<file path="config.mk">
export PLATFORM = sky130hd
export DESIGN_NAME = cpu_opcode_map_decoder
export DESIGN_NICKNAME = d
export VERILOG_FILES = /design/src/hdl/decoder_pkg.sv /design/src/hdl/map_lookup_if.sv /design/src/hdl/cpu_opcode_map_decoder.sv /design/src/hdl/map_level_lookup.sv
export SDC_FILE = /design/constraint.sdc
export NUM_CORES = 1
export LEC_CHECK = 0
export BUFFER_PORTS_ARGS = -buffer_cell sky130_fd_sc_hd__buf_2
export CAP_MARGIN = 20
export CORE_UTILIZATION = 55
export DETAILED_ROUTE_END_ITERATION = 10
export PLACE_DENSITY = 0.95
export SETUP_SLACK_MARGIN = 0.1
export SYNTH_ARGS = -nofsm -noshare
export SYNTH_HDL_FRONTEND = slang
export SYNTH_SLANG_ARGS = --single-unit
</file>
<file path="constraint.sdc">
create_clock -name clk_in -period 9.1 [get_ports clk_in]
set_input_delay 2.73 -clock clk_in [delete_from_list [all_inputs] [get_ports clk_in]]
set_output_delay 2.73 -clock clk_in [all_outputs]
set_load 0.01 [all_outputs]
</file>
<file path="src/hdl/decoder_pkg.sv">
// Shared constants, tables and types for the instruction map decoder
package decoder_pkg;

  // Field positions in the instruction word
  localparam int OPC_HI = 31;
  localparam int OPC_LO = 26;
  localparam int FN_HI  = 5;
  localparam int FN_LO  = 0;
  localparam int RT_HI  = 20;
  localparam int RT_LO  = 16;

  // Primary codes that redirect decoding, and one that only sets extending levels
  localparam logic [5:0] FUNCTION_GROUP_OPCODE           = 6'h00;
  localparam logic [5:0] REGISTER_IMMEDIATE_GROUP_OPCODE = 6'h01;
  localparam logic [5:0] FIRST_COPROCESSOR_GROUP_OPCODE  = 6'h11;

  // Register-immediate row that is wholly unassigned
  localparam logic [1:0] RT_UNASSIGNED_ROW = 2'h3;

  // Register-immediate codes of the named operations
  localparam logic [4:0] RT_BRANCH_IF_NEGATIVE            = 5'h00;
  localparam logic [4:0] RT_BRANCH_IF_NONNEGATIVE         = 5'h01;
  localparam logic [4:0] RT_BRANCH_IF_NEGATIVE_LIKELY     = 5'h02;
  localparam logic [4:0] RT_BRANCH_IF_NONNEGATIVE_LIKELY  = 5'h03;
  localparam logic [4:0] RT_TRAP_GE_IMMEDIATE             = 5'h08;
  localparam logic [4:0] RT_TRAP_GE_IMMEDIATE_UNSIGNED    = 5'h09;
  localparam logic [4:0] RT_TRAP_LT_IMMEDIATE             = 5'h0a;
  localparam logic [4:0] RT_TRAP_LT_IMMEDIATE_UNSIGNED    = 5'h0b;
  localparam logic [4:0] RT_TRAP_EQ_IMMEDIATE             = 5'h0c;
  localparam logic [4:0] RT_TRAP_NE_IMMEDIATE             = 5'h0e;
  localparam logic [4:0] RT_BRANCH_NEGATIVE_AND_LINK      = 5'h10;
  localparam logic [4:0] RT_BRANCH_NONNEGATIVE_AND_LINK   = 5'h11;
  localparam logic [4:0] RT_BRANCH_NEGATIVE_LINK_LIKELY   = 5'h12;
  localparam logic [4:0] RT_BRANCH_NONNEGATIVE_LINK_LIKELY = 5'h13;

  // Defining level minus one, two bits per cell, cell n at bits 2n+1:2n
  localparam logic [127:0] PRIMARY_LEVELS =
    128'h9681_96c1_4a00_8000_00aa_55c0_0000_0000;
  localparam logic [127:0] FUNCTION_LEVELS =
    128'ha2a2_1155_aa00_0000_aa00_a200_40f0_000c;
  localparam logic [63:0]  REGISTER_IMMEDIATE_GROUP_OPCODE_LEVELS =
    64'h0000_0050_1155_0050;

  // Unassigned cells, one bit per cell
  localparam logic [63:0] PRIMARY_UNASSIGNED  = 64'h0800_0000_f000_0000;
  localparam logic [63:0] FUNCTION_UNASSIGNED = 64'h22a0_0300_0020_4020;
  localparam logic [31:0] REGISTER_IMMEDIATE_GROUP_OPCODE_UNASSIGNED   = 32'hfff0_a0f0;

  // Extending levels, bit n-1 stands for level n
  localparam logic [3:0] EXT_FUNCTION_GROUP    = 4'he;
  localparam logic [3:0] EXT_REGISTER_IMMEDIATE_GROUP_OPCODE_GROUP      = 4'h2;
  localparam logic [3:0] EXT_FIRST_COPROCESSOR = 4'he;
  localparam logic [3:0] EXT_NONE              = 4'h0;

  // Reset values of the result, and the level offset
  localparam logic [5:0] CELL_RST  = 6'h00;
  localparam logic [2:0] LEVEL_RST = 3'h0;
  localparam logic [2:0] LEVEL_ONE = 3'h1;

  typedef enum logic [1:0] {
    MAP_PRIMARY,
    MAP_FUNCTION,
    MAP_REGISTER_IMMEDIATE_GROUP_OPCODE
  } map_sel_type;

  typedef enum logic [3:0] {
    OP_NONE,
    BRANCH_IF_NEGATIVE,
    BRANCH_IF_NONNEGATIVE,
    BRANCH_IF_NEGATIVE_LIKELY,
    BRANCH_IF_NONNEGATIVE_LIKELY,
    TRAP_GE_IMMEDIATE,
    TRAP_GE_IMMEDIATE_UNSIGNED,
    TRAP_LT_IMMEDIATE,
    TRAP_LT_IMMEDIATE_UNSIGNED,
    TRAP_EQ_IMMEDIATE,
    TRAP_NE_IMMEDIATE,
    BRANCH_NEGATIVE_AND_LINK,
    BRANCH_NONNEGATIVE_AND_LINK,
    BRANCH_NEGATIVE_LINK_LIKELY,
    BRANCH_NONNEGATIVE_LINK_LIKELY
  } register_immediate_group_opcode_op_type;

endpackage : decoder_pkg

</file>
<file path="src/hdl/map_lookup_if.sv">
// Interface between the decoder and its map table lookup
`timescale 1ns/1ps
`default_nettype none
interface map_lookup_if;
  import decoder_pkg::*;
  map_sel_type map_sel;
  logic [5:0]  index;
  logic [1:0]  level_code;
  logic        unassigned;

  modport requester (output map_sel, output index,
                     input level_code, input unassigned);
  modport responder (input map_sel, input index,
                     output level_code, output unassigned);
endinterface : map_lookup_if
`default_nettype wire
</file>
<file path="src/hdl/cpu_opcode_map_decoder.sv">
// Single-stage decoder from instruction word to map cell, level and flag
`timescale 1ns/1ps
`default_nettype none
// Functional notes
// - Opcode bits 31..26; codes 0,1 redirect
// - Function group decoded from bits 5..0
// - Register-immediate group from bits 20..16; row 3 unassigned
// - Register-immediate cells placed as printed; rest unassigned
// - Report defining level 1 to 4
// - Report extending levels of extended classes
module cpu_opcode_map_decoder
  import decoder_pkg::*;
(
  // Clock and reset
  input  wire logic          clk_in,
  input  wire logic          rst_in,
  // Instruction from fetch
  input  wire logic          instr_valid_in,
  input  wire logic [31:0]   instr_word_in,
  // Configured architecture level, 1 to 4
  input  wire logic [2:0]    arch_level_in,
  // Decode result
  output var  logic          result_valid_out,
  output var  map_sel_type   map_sel_out,
  output var  logic [5:0]    cell_index_out,
  output var  register_immediate_group_opcode_op_type register_immediate_group_opcode_op_out,
  output var  logic [2:0]    def_level_out,
  output var  logic [3:0]    ext_levels_out,
  output var  logic          reserved_out
);

  logic [5:0]    opcode;
  logic [5:0]    funct;
  logic [4:0]    target_register_field;
  logic [2:0]    nxt_level;
  logic          valid_ff;
  logic          nxt_valid;
  map_sel_type   map_sel_ff;
  map_sel_type   nxt_map_sel;
  logic [5:0]    cell_ff;
  logic [5:0]    nxt_cell;
  register_immediate_group_opcode_op_type register_immediate_group_opcode_op_ff;
  register_immediate_group_opcode_op_type nxt_register_immediate_group_opcode_op;
  logic [2:0]    def_level_ff;
  logic [2:0]    nxt_def_level;
  logic [3:0]    ext_levels_ff;
  logic [3:0]    nxt_ext_levels;
  logic          reserved_ff;
  logic          nxt_reserved;

  map_lookup_if lk ();

  map_level_lookup u_lookup (
    .lk (lk.responder)
  );

  assign opcode                = instr_word_in[OPC_HI:OPC_LO];
  assign funct                 = instr_word_in[FN_HI:FN_LO];
  assign target_register_field = instr_word_in[RT_HI:RT_LO];

  // Pick the map and the cell within it
  always_comb begin
    if (opcode == FUNCTION_GROUP_OPCODE) begin
      lk.map_sel = MAP_FUNCTION;
      lk.index   = funct;
    end else if (opcode == REGISTER_IMMEDIATE_GROUP_OPCODE) begin
      lk.map_sel = MAP_REGISTER_IMMEDIATE_GROUP_OPCODE;
      lk.index   = {1'b0, target_register_field};
    end else begin
      lk.map_sel = MAP_PRIMARY;
      lk.index   = opcode;
    end
  end

  assign nxt_level = {1'b0, lk.level_code} + LEVEL_ONE;

  // Next result; fields held while no instruction is offered, valid follows the offer
  always_comb begin
    nxt_valid      = instr_valid_in;
    nxt_map_sel    = map_sel_ff;
    nxt_cell       = cell_ff;
    nxt_register_immediate_group_opcode_op  = register_immediate_group_opcode_op_ff;
    nxt_def_level  = def_level_ff;
    nxt_ext_levels = ext_levels_ff;
    nxt_reserved   = reserved_ff;
    if (instr_valid_in) begin
      nxt_map_sel   = lk.map_sel;
      nxt_cell      = lk.index;
      nxt_def_level = nxt_level;
      case (opcode)
        FUNCTION_GROUP_OPCODE:           nxt_ext_levels = EXT_FUNCTION_GROUP;
        REGISTER_IMMEDIATE_GROUP_OPCODE: nxt_ext_levels = EXT_REGISTER_IMMEDIATE_GROUP_OPCODE_GROUP;
        FIRST_COPROCESSOR_GROUP_OPCODE:
          nxt_ext_levels = EXT_FIRST_COPROCESSOR;
        default:                         nxt_ext_levels = EXT_NONE;
      endcase
      nxt_register_immediate_group_opcode_op = OP_NONE;
      if (lk.map_sel == MAP_REGISTER_IMMEDIATE_GROUP_OPCODE) begin
        case (target_register_field)
          RT_BRANCH_IF_NEGATIVE:
            nxt_register_immediate_group_opcode_op = BRANCH_IF_NEGATIVE;
          RT_BRANCH_IF_NONNEGATIVE:
            nxt_register_immediate_group_opcode_op = BRANCH_IF_NONNEGATIVE;
          RT_BRANCH_IF_NEGATIVE_LIKELY:
            nxt_register_immediate_group_opcode_op = BRANCH_IF_NEGATIVE_LIKELY;
          RT_BRANCH_IF_NONNEGATIVE_LIKELY:
            nxt_register_immediate_group_opcode_op = BRANCH_IF_NONNEGATIVE_LIKELY;
          RT_TRAP_GE_IMMEDIATE:
            nxt_register_immediate_group_opcode_op = TRAP_GE_IMMEDIATE;
          RT_TRAP_GE_IMMEDIATE_UNSIGNED:
            nxt_register_immediate_group_opcode_op = TRAP_GE_IMMEDIATE_UNSIGNED;
          RT_TRAP_LT_IMMEDIATE:
            nxt_register_immediate_group_opcode_op = TRAP_LT_IMMEDIATE;
          RT_TRAP_LT_IMMEDIATE_UNSIGNED:
            nxt_register_immediate_group_opcode_op = TRAP_LT_IMMEDIATE_UNSIGNED;
          RT_TRAP_EQ_IMMEDIATE:
            nxt_register_immediate_group_opcode_op = TRAP_EQ_IMMEDIATE;
          RT_TRAP_NE_IMMEDIATE:
            nxt_register_immediate_group_opcode_op = TRAP_NE_IMMEDIATE;
          RT_BRANCH_NEGATIVE_AND_LINK:
            nxt_register_immediate_group_opcode_op = BRANCH_NEGATIVE_AND_LINK;
          RT_BRANCH_NONNEGATIVE_AND_LINK:
            nxt_register_immediate_group_opcode_op = BRANCH_NONNEGATIVE_AND_LINK;
          RT_BRANCH_NEGATIVE_LINK_LIKELY:
            nxt_register_immediate_group_opcode_op = BRANCH_NEGATIVE_LINK_LIKELY;
          RT_BRANCH_NONNEGATIVE_LINK_LIKELY:
            nxt_register_immediate_group_opcode_op = BRANCH_NONNEGATIVE_LINK_LIKELY;
          default:
            nxt_register_immediate_group_opcode_op = OP_NONE;
        endcase
      end
      nxt_reserved = lk.unassigned
                   | (nxt_level > arch_level_in)
                   | ((lk.map_sel == MAP_REGISTER_IMMEDIATE_GROUP_OPCODE) &&
                      (target_register_field[4:3] == RT_UNASSIGNED_ROW));
    end
  end

  always_ff @(posedge clk_in) begin
    if (rst_in) begin
      valid_ff      <= 1'b0;
      map_sel_ff    <= MAP_PRIMARY;
      cell_ff       <= CELL_RST;
      register_immediate_group_opcode_op_ff  <= OP_NONE;
      def_level_ff  <= LEVEL_RST;
      ext_levels_ff <= EXT_NONE;
      reserved_ff   <= 1'b0;
    end else begin
      valid_ff      <= nxt_valid;
      map_sel_ff    <= nxt_map_sel;
      cell_ff       <= nxt_cell;
      register_immediate_group_opcode_op_ff  <= nxt_register_immediate_group_opcode_op;
      def_level_ff  <= nxt_def_level;
      ext_levels_ff <= nxt_ext_levels;
      reserved_ff   <= nxt_reserved;
    end
  end

  assign result_valid_out = valid_ff;
  assign map_sel_out      = map_sel_ff;
  assign cell_index_out   = cell_ff;
  assign register_immediate_group_opcode_op_out    = register_immediate_group_opcode_op_ff;
  assign def_level_out    = def_level_ff;
  assign ext_levels_out   = ext_levels_ff;
  assign reserved_out     = reserved_ff;
endmodule : cpu_opcode_map_decoder
`default_nettype wire

</file>
<file path="src/hdl/map_level_lookup.sv">
// Table lookup of defining level and unassigned flag per map cell
`timescale 1ns/1ps
`default_nettype none
module map_level_lookup
  import decoder_pkg::*;
(
  // Lookup request and answer
  map_lookup_if.responder lk
);

  always_comb begin
    case (lk.map_sel)
      MAP_FUNCTION: begin
        lk.level_code = FUNCTION_LEVELS[{lk.index, 1'b0} +: 2];
        lk.unassigned = FUNCTION_UNASSIGNED[lk.index];
      end
      MAP_REGISTER_IMMEDIATE_GROUP_OPCODE: begin
        lk.level_code = REGISTER_IMMEDIATE_GROUP_OPCODE_LEVELS[{lk.index[4:0], 1'b0} +: 2];
        lk.unassigned = REGISTER_IMMEDIATE_GROUP_OPCODE_UNASSIGNED[lk.index[4:0]];
      end
      default: begin
        lk.level_code = PRIMARY_LEVELS[{lk.index, 1'b0} +: 2];
        lk.unassigned = PRIMARY_UNASSIGNED[lk.index];
      end
    endcase
  end

endmodule : map_level_lookup
`default_nettype wire

</file>
==> summary.txt, run 1 <==
GRT
  • Initial antenna violation count: 0
  • Overflow after GRT: 0
  • All-Layer GR Usage: 24.1%
  • Vias in the first global route: roughly 1500
  • First-pass GRT wire length: around 6.5 mm
  • Pin count of the biggest net entering global routing: 31

Timing
  • Max Freq: around 150 MHz
  • Setup violators final: 0
  • Slew Limit Fails: 0
  • Worst slew pin tran: 1.10 ns
  • Slew headroom: 26.8%
  • RSZ-0062 raised after global routing: false
  • Crit path time final: between 6 and 7 ns
  • Setup_tns: 0 ns
  • Final hold vios: 0
  • Skew final: 0 ns
  • Fraction of the cycle the final worst path needs: between 70% and 80%

Synth
  • Seq cells post-synth: 19
  • Syn Area/Cell: 7.75 um^2
  • Multiplexer share of the synthesized area: 6.60%
  • Post-synthesis adder-cell area fraction: under 10%
  • Post-synthesis cell type count: 57
  • Register area share after synthesis: between 20% and 30%
  • Mapped cell area: 1740 um^2
  • Post-Synth Simple-Gate Area: 23.1%
  • Xor-xnor portion of the synthesized cell area: 0%
  • Post-synth top flop: dfxtp_1
  • Compound-Gate Fraction of Synth Area: between 30% and 40%
  • Area contributors post-synth: dfxtp_1 (22%), ha_1 (9.3%), a21oi_1 (6.0%)
  • Ys async rst share: 0%
  • Largest family of logic cells by synthesized area: compound AO/OA/AOI/OAI gates
  • Post-synth EDFFs: 0
  • Cell count after synthesis: about 230
  • Dominant cell by count in the synthesized netlist: nor2_1
  • Area fraction of the dominant cell type after synthesis: a little over a fifth
  • Syn Nets: around 280
  • YS warnings: 0
  • Most frequent cells after synthesis: nor2_1 (28), a21oi_1 (21), dfxtp_1 (19), ha_1 (13), nand2_1 (12)
  • Synth area leader: dfxtp_1

Clocking
  • Hold buffer count at CTS: 0
  • Htree depth: 1
  • CTS resizes: 0
  • Setup Buffers After CTS: 0
  • CTS tree: built
  • CTS Buf Count: 3
  • Clk root buf: clkbuf_4
  • Clk sinks: 19
  • Clk slew on worst S/H paths: roughly 0.10 ns
  • Clk Latency, worst-skew pair: around 0.3 ns
  • Clock Path Buffers: 2

Route
  • Met2 routed WL: 1.94 mm
  • Post-route DRC: 0
  • Top routing layer in use: met4
  • Drt first pass iters: 4
  • DR iter-0 viols: approximately 150
  • Met3 WL post-DR: 282 um
  • Detailed-route via count: roughly 1800
  • Final ANT Viol Nets: 0
  • Vias per inst: 6.01
  • Routed wire length: 4.02 mm
  • WL met1: about 1.7 mm
  • WL per Instance: approximately 14 um

Pwr
  • Lkg Pwr: 0.840 nW
  • Cell Pwr Density: ~100 nW/um^2
  • Overall power: 0.199 mW
  • VDD IR max: 0.0698 mV

Placement
  • I/O Buffers: 42
  • Final GP Congestion: about 0.89
  • Area after DPL: 1900 um^2
  • DP HPWL: 2.99 mm

Layout
  • Ant. Diodes: 0
  • Finished Cell Area: between 1500 and 2000 um^2
  • Share of layout cells above drive strength 1: between 20% and 30%
  • Area Overhead vs Synth: 10.5%
  • Nets@finish: 303

Setup path
  • CP Launch Type: input pin
  • CP max stage cell: nor4_1
  • R2r worst-path depth: 4
  • Top delay family on crit path: simple AND/OR/NAND/NOR gates
  • WP data arrival: 6.68 ns
  • Critical path class: input pin to flip-flop
  • CP bufs+invs: 3
  • Crit. path cell count: 18
  • CP max FO: 6
  • Critical path endpoint category: flip-flop
  • CP cell instances: buf_2, nor4_1, nor3b_2, inv_1, ha_1, inv_1, o31ai_1, and3_1, o221ai_1, a31oi_2, ha_1, ha_1, nor2b_1, o21a_1, o21ai_0, nand2_1, o31ai_1, o21ai_0
  • Required @ worst endpoint: between 9 and 10 ns
  • CP dominant cell by count: ha_1
  • Max stage delay on crit path: around 0.59 ns

Status
  • Outcome: completed

Floorplan
  • I/O Pins: just under 60
  • Die Footprint: ~3400 um^2
  • Die Wd: approximately 58 um
  • Core area: a little over 3000 um^2
  • Site Rows: 20
  • Initial core utilization: 57.6%
  • Die Ht: 58.3 um

Worst hold path
  • Hold path depth: 2
  • HP Class: flip-flop to flip-flop

Flow run
  • Max-Cap Viols: 0
[per-stage QoR]
step	cells	utilization [%]	hold slack (ns)	setup WS, ns
floorplan	225	-	0.490	2.76
global placement	291	62.7	0.454	2.33
detailed placement	291	62.7	0.456	2.30
CTS	295	63.6	0.472	2.64
global route	295	63.6	0.500	2.26
finish	295	63.6	0.468	2.60
[cells in the final DEF, fill, tap and decap left out, types with 5 or more instances in the layout]
cell type,synthesis,layout
inv_1,10,10
nand2_1,12,12
ha_1,13,13
nor2_1,28,28
buf_2,1,42
dfxtp_1,19,19
nor4_1,5,5
nand2b_1,7,7
nand3_1,6,6
a21oi_1,21,21
o21ai_0,10,10
o31ai_1,5,5
mux2i_1,7,7
a211oi_1,5,5
[cell type report]
class,count,area (um^2)
Multi-Input combinational cell,176,1220
Fill cell,263,1100
Sequential cell,19,380
Timing Repair Buffer,42,210
Tap cell,44,55.1
Inverter,10,37.5
Clock buffer,4,26.3
[final timing paths]
| check | to | slack, ns | start |
|---|---|---|---|
| hold / removal | register_immediate_group_opcode_op_out[1] | 0.47 | register_immediate_group_opcode_op_out[1] |
| setup reg to reg | reserved_out | 8.28 | reserved_out |
| setup / recovery | reserved_out | 2.60 | instr_word_in[27] |
| hold reg to reg | register_immediate_group_opcode_op_out[1] | 0.47 | register_immediate_group_opcode_op_out[1] |
[cell families after synthesis]
logic type,after synthesis
AO/OA/AOI/OAI,73
adder cells (fa/ha/maj),13
buffers and inverters,30
flip-flops,19
multiplexers,11
other,1
AND/OR/NAND/NOR,78
[tightest hold or removal path: cells and delay by family (launching register included)]
| kind | cells | cell delay [ns] |
|---|---|---|
| and+or+nand+nor | 1 | 0.06 |
| DFF | 1 | 0.32 |
| AOI/OAI and AO/OA | 1 | 0.05 |
[where the power goes]
group | internal, mW | switching (mW)
Sequential | 0.0870 | 0.00172
Clock | 0.0171 | 0.0243
Combinational | 0.0280 | 0.0409
Total | 0.132 | 0.0669
[flip-flops by register name, indices dropped and copies added (netlist names)]
name,count
result_valid_out,1
cell_index_out,6
register_immediate_group_opcode_op_out,4
def_level_out,3
ext_levels_out,2
reserved_out,1
map_sel_out,2
[layer usage]
layer / vias up / global-route usage [%]
li1: 874 / -
met1: 807 / 30.9
met2: 82 / 41.4
met3: 10 / 6.37
met4: 0 / 4.08
met5: - / 0
(Power assumes the default switching activity.)
==> run 2, diff against run 1 <==
--- a/config.mk
+++ b/config.mk
@@ -7,9 +7,9 @@
 export LEC_CHECK = 0
 export BUFFER_PORTS_ARGS = -buffer_cell sky130_fd_sc_hd__buf_2
 export CAP_MARGIN = 20
-export CORE_UTILIZATION = 55
+export CORE_UTILIZATION = 51
 export DETAILED_ROUTE_END_ITERATION = 10
-export PLACE_DENSITY = 0.95
+export PLACE_DENSITY = 0.91
 export SETUP_SLACK_MARGIN = 0.1
 export SYNTH_ARGS = -nofsm -noshare
 export SYNTH_HDL_FRONTEND = slang
==> constraint.sdc (replaced) <==
create_clock -name clk_in -period 6 [get_ports clk_in]
set_input_delay 1.8 -clock clk_in [delete_from_list [all_inputs] [get_ports clk_in]]
set_output_delay 1.8 -clock clk_in [all_outputs]
set_load 0.01 [all_outputs]
==> run 2 against run 1 <==
Net effect:
- register-to-register slack got worse by 3.1 ns
- setup slack got worse by 1.9 ns
- sequential power rose by 52%
- critical path depth rose by 1
- largest power group unchanged
- wire length rose by 3.2%
- via count rose by 0.62%
==> summary.txt, run 2 (synthesized netlist as in run 1, its figures left out) <==
Pwr
  • Pint: 0.202 mW (was 0.132 mW)
  • Clock power share: 20.8% (about the same)
  • Cell Pwr Density: 154 nW/um^2 (was 103 nW/um^2)
  • Seq pwr share: 44.0% (was 44.6%)
  • Power share of the combinational group: 35.2% (was 34.6%)
  • Switching power: 0.104 mW (was 0.0669 mW)
  • VDD IR max: 0.116 mV (was 0.0698 mV)
  • Lkg Pwr: 0.884 nW (was 0.840 nW)
  • Switching portion of total power: 34.1% (was 33.6%)

Route
  • Final ANT Viol Nets: 0 (unchanged)
  • Drt first pass iters: 4 (unchanged)
  • Detailed-route via count: 1784 (was 1773)
  • DR iter-0 viols: 127 (was 148)
  • Routed wire length: 4.15 mm (was 4.02 mm)
  • Vias per inst: 5.89 (was 6.01)
  • Post-route DRC: 0 (unchanged)
  • WL per Instance: 13.7 um (was 13.6 um)

Layout
  • Final non-filler cell total: 303 (was 295)
  • Area Overhead vs Synth: 14.0% (was 10.5%)
  • Largest register FFs: 6 (unchanged)
  • Ant. Diodes: 0 (unchanged)
  • Commonest non-fill, non-tap cell in the layout: buf_2 (unchanged)
  • Share of layout cells above drive strength 1: 28.2% (was 25.5%)
  • # fillers: 297 (was 263)
  • Nets@finish: 311 (was 303)
  • Most frequent cells in the layout: buf_2 (42), nor2_1 (28), a21oi_1 (21) (unchanged)
  • Util after Layout: 63.0% (was 63.6%)

Setup path
  • R2R Setup Slk: 5.17 ns (was 8.28 ns)
  • Critical path endpoint category: flip-flop (unchanged)
  • CP max FO: 10 (was 6)
  • WP data arrival: 5.48 ns (was 6.68 ns)
  • Reg2reg start: reserved_out (unchanged)
  • Critical path class: input pin to flip-flop (unchanged)
  • CP Launch Type: input pin (unchanged)
  • Reg2reg end: reserved_out (unchanged)
  • Required @ worst endpoint: 6.17 ns (was 9.28 ns)
  • R2r worst-path depth: 4 (unchanged)

Clocking
  • Hold buffer count at CTS: 0 (unchanged)
  • Clk sinks: 19 (unchanged)
  • Clk slew on worst S/H paths: 0.11 ns (was 0.10 ns)
  • CTS Buf Count: 3 (unchanged)
  • Setup Buffers After CTS: 0 (unchanged)
  • CTS resizes: 0 (unchanged)
  • Clk Latency, worst-skew pair: 0.29 ns (was 0.30 ns)
  • Clock Path Buffers: 2 (unchanged)
  • Htree depth: 1 (unchanged)
  • Clk root buf: clkbuf_4 (unchanged)
  • CTS tree: built (unchanged)

Timing
  • Fraction of the cycle the final worst path needs: 88.4%
  • Final hold vios: 0 (unchanged)
  • Setup_tns: 0 ns (unchanged)
  • Slew Limit Fails: 0 (unchanged)
  • RSZ-0062 raised after global routing: false (unchanged)
  • Crit path time final: between 5 and 6 ns
  • Setup violators final: 0 (unchanged)
  • Slew headroom: 50.2% (was 26.8%)
  • Max Freq: about 190 MHz
  • Worst slew pin tran: 0.743 ns (was 1.10 ns)
  • Skew final: 0 ns (unchanged)

Floorplan
  • Initial core utilization: 55.3% (was 57.6%)
  • Die Footprint: 3660 um^2 (was 3400 um^2)
  • Site Rows: 20 (unchanged)
  • I/O Pins: 59 (unchanged)
  • Die Wd: 60.5 um (was 58.3 um)
  • Die Ht: 60.5 um (was 58.3 um)
  • Core area: 3150 um^2 (was 3030 um^2)

Worst hold path
  • Min-Delay Endpoint: register_immediate_group_opcode_op_out[3] (was register_immediate_group_opcode_op_out[1])
  • Worst Hold Launch: register_immediate_group_opcode_op_out[3] (was register_immediate_group_opcode_op_out[1])
  • HP Class: flip-flop to flip-flop (unchanged)
  • Hold path depth: 2 (unchanged)

Placement
  • Final GP Congestion: 0.939 (was 0.886)
  • Post-placement cell count: 299 (was 291)
  • I/O Buffers: 42 (unchanged)
  • DP HPWL: 3.14 mm (was 2.99 mm)

GRT
  • First-pass GRT wire length: 6.53 mm (unchanged)
  • Pin count of the biggest net entering global routing: 31 (unchanged)
  • Overflow after GRT: 0 (unchanged)
  • Vias in the first global route: 1536 (was 1507)
  • Initial antenna violation count: 0 (unchanged)
  • All-Layer GR Usage: 23.1% (was 24.1%)

Status
  • Outcome: completed (unchanged)

Flow run
  • Max-Cap Viols: 0 (unchanged)
[run 2: cell count changes in the layout (fill, tap and decap cells not counted)]
cell / previous run / this run
buf_4: 0 / 8
clkinv_2: 0 / 1
clkbuf_1: 1 / 0
[run 2: worst max path at each step]
stage	from	endpoint	slack (ns)	cells after the start
finish	instr_word_in[29]	reserved_out	0.70	19
global route	instr_word_in[29]	reserved_out	0.37	19
CTS	instr_word_in[29]	reserved_out	0.74	19
detailed placement	instr_word_in[29]	reserved_out	0.45	19
global placement	instr_word_in[29]	reserved_out	0.51	19
floorplan	instr_word_in[30]	reserved_out	0.59	20
[run 2: power by group through the flow]
stage | clock network (mW) | registers, mW | logic (mW)
6_report | 0.0637 | 0.135 | 0.108
4_1_cts | 0.0656 | 0.135 | 0.107
3_5_place_dp | 0 | 0.137 | 0.107
5_1_grt | 0.0720 | 0.135 | 0.120
2_1_floorplan | 0 | 0.140 | 0.0745
3_3_place_gp | 0 | 0.137 | 0.103
[run 2: per-stage QoR]
| step | setup WS [ns] | cell area (um^2) | power [mW] | hold WS, ns |
|---|---|---|---|---|
| global placement | 0.513 | 1960 | 0.241 | 0.454 |
| detailed placement | 0.446 | 1960 | 0.244 | 0.461 |
| finish | 0.697 | 1990 | 0.306 | 0.472 |
| CTS | 0.743 | 1990 | 0.307 | 0.477 |
| global route | 0.366 | 1990 | 0.327 | 0.499 |
| floorplan | 0.589 | 1740 | 0.215 | 0.490 |
[run 2: cell type report]
type                       count  area (um^2)  area share (%)
clock buffer                   3         22.5            1.13
multi-input combinational    176         1220            61.2
timing repair buffer          50          270            13.6
tap                           44         55.1            2.77
inverter                      10         37.5            1.89
sequential                    19          380            19.1
clock inverter                 1         5.00           0.252
[run 2: layer usage]
metal / GRT usage (%) / share of wire [%] / vias up
met1: 28.1 / 44 / 827
met3: 3.62 / 5.4 / 9
met4: 8.44 / 1.6 / 0
li1: - / - / 889
met5: 0 / 0 / -
met2: 41.0 / 49 / 59
[run 2: critical path, cell delays in order]
cell	delay, ns
buf_2	0.15
nor2_2	0.38
and3_1	0.26
a21oi_2	0.07
inv_1	0.18
ha_1	0.18
inv_1	0.04
o311ai_0	0.33
a21oi_1	0.10
o32ai_2	0.29
a31oi_2	0.18
ha_1	0.35
ha_1	0.30
nor2b_1	0.14
o21a_1	0.16
o21ai_0	0.13
nand2_1	0.07
o31ai_1	0.24
o21ai_0	0.13
==> run 3, diff against run 2 <==
--- a/config.mk
+++ b/config.mk
@@ -5,6 +5,7 @@
 export SDC_FILE = /design/constraint.sdc
 export NUM_CORES = 1
 export LEC_CHECK = 0
+export ABC_AREA = 1
 export BUFFER_PORTS_ARGS = -buffer_cell sky130_fd_sc_hd__buf_2
 export CAP_MARGIN = 20
 export CORE_UTILIZATION = 51
==> run 3 against run 2 <==
Net effect:
- final cell count up 14%
- critical path depth up 2
- setup slack better by 0.42 ns
- clock-buffer cell count up 1
- sequential power about the same
- sequential share of layout area down 0.32 points
- flip-flop and latch count unchanged
- fmax up 8.6%
- synthesized cell count up 16%
- largest power group unchanged
==> summary.txt, run 3 <==
Status
  • Outcome: completed (unchanged)

GRT
  • Initial antenna violation count: 0 (unchanged)
  • First-pass GRT wire length: 6.42 mm (was 6.53 mm)
  • Overflow after GRT: 0 (unchanged)
  • All-Layer GR Usage: 22.5% (was 23.1%)
  • Pin count of the biggest net entering global routing: 24 (was 31)
  • Vias in the first global route: 1634 (was 1536)

Setup path
  • Reg2reg start: def_level_out[2] (was reserved_out)
  • Required @ worst endpoint: 6.19 ns (was 6.17 ns)
  • CP dominant cell by count: nand2_1 (was ha_1)
  • Max stage delay on crit path: 0.33 ns (was 0.38 ns)
  • CP max FO: 14 (was 10)
  • WP data arrival: 5.07 ns (was 5.48 ns)
  • CP bufs+invs: 4 (was 3)
  • CP cell instances: buf_2, nor2_2, nand3_2, nand2_1, nand3_2, inv_2, ha_1, nand3_1, inv_1, nand3_1, a21oi_1, nand2_1, a21boi_1, ha_1, ha_1, nand2_1, o21ai_0, a221oi_1, nand2_1, inv_2, a21oi_2 (was buf_2, nor2_2, and3_1, a21oi_2, inv_1, ha_1, inv_1, o311ai_0, a21oi_1, o32ai_2, a31oi_2, ha_1, ha_1, nor2b_1, o21a_1, o21ai_0, nand2_1, o31ai_1, o21ai_0)
  • Critical path endpoint category: flip-flop (unchanged)
  • CP Launch Type: input pin (unchanged)
  • Critical path class: input pin to flip-flop (unchanged)
  • Crit. Startpoint: instr_word_in[27] (was instr_word_in[29])
  • Top delay family on crit path: simple AND/OR/NAND/NOR gates (was compound AO/OA/AOI/OAI gates)
  • CP max stage cell: nand3_2 (was nor2_2)

Synth
  • YS warnings: 0 (unchanged)
  • Most frequent cells after synthesis: nand2_1 (54), inv_1 (26), nor2_1 (21), nand3_1 (20), dfxtp_1 (19) (was nor2_1 (28), a21oi_1 (21), dfxtp_1 (19), ha_1 (13), nand2_1 (12))
  • Seq cells post-synth: 19 (unchanged)
  • Cell count after synthesis: 261 (was 225)
  • Area contributors post-synth: dfxtp_1 (21%), nand2_1 (11%), ha_1 (9.2%) (was dfxtp_1 (22%), ha_1 (9.3%), a21oi_1 (6.0%))
  • Syn Area/Cell: 6.79 um^2 (was 7.75 um^2)
  • Syn Nets: 312 (was 276)
  • Synth area leader: dfxtp_1 (unchanged)
  • Multiplexer share of the synthesized area: 0% (was 6.60%)
  • Register area share after synthesis: 21.5% (was 21.8%)
  • Post-synthesis cell type count: 38 (was 57)
  • Compound-Gate Fraction of Synth Area: 18.9% (was 30.5%)
  • Ys async rst share: 0% (unchanged)
  • Post-synth EDFFs: 0 (unchanged)
  • Post-Synth Simple-Gate Area: 39.4% (was 23.1%)
  • Post-synth top flop: dfxtp_1 (unchanged)
  • Mapped cell area: 1770 um^2 (was 1740 um^2)
  • Xor-xnor portion of the synthesized cell area: 0% (unchanged)
  • Area fraction of the dominant cell type after synthesis: 21.5% (was 21.8%)
  • Largest family of logic cells by synthesized area: simple AND/OR/NAND/NOR gates (was compound AO/OA/AOI/OAI gates)
  • Post-synthesis adder-cell area fraction: 9.18% (was 9.33%)
  • Dominant cell by count in the synthesized netlist: nand2_1 (was nor2_1)

Route
  • Post-route DRC: 0 (unchanged)
  • DR iter-0 viols: 151 (was 127)
  • Vias per inst: 5.36 (was 5.89)
  • WL per Instance: 11.6 um (was 13.7 um)
  • Routed wire length: 4.02 mm (was 4.15 mm)
  • Detailed-route via count: 1849 (was 1784)
  • Final ANT Viol Nets: 0 (unchanged)
  • Drt first pass iters: 4 (unchanged)

Layout
  • Area Overhead vs Synth: 14.1% (was 14.0%)
  • Most frequent cells in the layout: nand2_1 (54), buf_2 (42), inv_1 (26) (was buf_2 (42), nor2_1 (28), a21oi_1 (21))
  • Largest register FFs: 6 (unchanged)
  • Commonest non-fill, non-tap cell in the layout: nand2_1 (was buf_2)
  • # fillers: 298 (was 297)
  • Final non-filler cell total: 345 (was 303)
  • Reg area: 380 um^2 (unchanged)
  • Ant. Diodes: 0 (unchanged)
  • Nets@finish: 351 (was 311)
  • Share of layout cells above drive strength 1: 29.4% (was 28.2%)
  • Footprint of the multi-input gates: 1200 um^2 (was 1220 um^2)

Timing
  • Setup violators final: 0 (unchanged)
  • Final hold vios: 0 (unchanged)
  • RSZ-0062 raised after global routing: false (unchanged)
  • Setup_tns: 0 ns (unchanged)
  • Slew headroom: 58.2% (was 50.2%)
  • Max Freq: 205 MHz (was 189 MHz)
  • Worst slew pin tran: 0.619 ns (was 0.743 ns)
  • Fraction of the cycle the final worst path needs: 81.4% (was 88.4%)
  • Skew final: 0 ns (unchanged)
  • Slew Limit Fails: 0 (unchanged)
  • Crit path time final: 4.88 ns (was 5.30 ns)

Worst hold path
  • Worst Hold Launch: register_immediate_group_opcode_op_out[3] (unchanged)
  • HP Class: flip-flop to flip-flop (unchanged)

Floorplan
  • Site Rows: 21 (was 20)
  • Initial core utilization: 53.1% (was 55.3%)
  • Die Wd: 60.9 um (was 60.5 um)
  • Die Ht: 60.9 um (was 60.5 um)
  • Core area: 3340 um^2 (was 3150 um^2)
  • I/O Pins: 59 (unchanged)
  • Die Footprint: 3710 um^2 (was 3660 um^2)

Clocking
  • Clock Path Buffers: 2 (unchanged)
  • Clk slew on worst S/H paths: 0.10 ns (was 0.11 ns)
  • Hold buffer count at CTS: 0 (unchanged)
  • Setup Buffers After CTS: 0 (unchanged)
  • Clk sinks: 19 (unchanged)
  • Htree depth: 1 (unchanged)
  • CTS resizes: 0 (unchanged)
  • Clk root buf: clkbuf_4 (unchanged)
  • CTS Buf Count: 3 (unchanged)
  • Clk Latency, worst-skew pair: 0.29 ns (about the same)
  • CTS tree: built (unchanged)

Placement
  • I/O Buffers: 42 (unchanged)
  • DP HPWL: 3.18 mm (was 3.14 mm)
  • Post-placement cell count: 341 (was 299)
  • Final GP Congestion: 0.884 (was 0.939)

Pwr
  • Cell Pwr Density: 152 nW/um^2 (was 154 nW/um^2)
  • VDD IR max: 0.103 mV (was 0.116 mV)
  • Lkg Pwr: 1.07 nW (was 0.884 nW)

Flow run
  • Max-Cap Viols: 0 (unchanged)
run 3: cell count changes in the layout (fill, tap and decap cells not counted), moves of 8 or more:
cell | before | now
inv_2 | 0 | 9
buf_4 | 8 | 0
nand2_2 | 0 | 9
nand3_1 | 6 | 20
inv_1 | 10 | 26
nand2_1 | 12 | 54
run 3: cells by family after synthesis:
logic type	after synthesis
AO/OA/AOI/OAI	53
adder cells (fa/ha/maj)	13
buffers and inverters	46
flip-flops	19
other	1
AND/OR/NAND/NOR	129
run 3: through the flow:
stage / worst slack [ns] / total power [mW] / hold WS [ns] / cell area (um^2) / util, %
detailed placement: 0.864 / 0.245 / 0.453 / 1990 / 59.8
CTS: 1.17 / 0.306 / 0.468 / 2020 / 60.6
global route: 0.810 / 0.328 / 0.493 / 2020 / 60.6
finish: 1.12 / 0.306 / 0.467 / 2020 / 60.6
floorplan: 1.55 / 0.213 / 0.490 / 1770 / -
global placement: 0.905 / 0.242 / 0.450 / 1990 / 59.8
run 3: final cells by class:
type / count / area share (%)
Multi-Input combinational cell: 196 / 59.3
Sequential cell: 19 / 18.8
Timing Repair Buffer: 42 / 10.4
Inverter: 38 / 7.31
Tap cell: 46 / 2.85
Clock buffer: 4 / 1.30
run 3: tightest hold or removal path: stages, from the launching register on:
cell and delay [ns]:
dfxtp_1 0.32, nand2_1 0.06, a21oi_1 0.05
run 3: where the power goes:
| part | total (mW) | internal [mW] | switching [mW] |
|---|---|---|---|
| Combinational | 0.108 | 0.0399 | 0.0677 |
| Clock | 0.0627 | 0.0259 | 0.0369 |
| Sequential | 0.136 | 0.133 | 0.00312 |
| Total | 0.306 | 0.199 | 0.108 |
run 3: metal layers:
layer	track usage (%)	wire length [um]
met4	5.84	0
met1	25.1	1760
met5	0	0
met2	43.2	2060
met3	4.26	203
run 3: worst paths after layout:
path	slack [ns]	end	depth (start not counted)
hold / removal	0.47	register_immediate_group_opcode_op_out[3]	2
hold reg to reg	0.47	register_immediate_group_opcode_op_out[3]	2
setup reg to reg	5.32	def_level_out[2]	2
setup / recovery	1.12	reserved_out	21
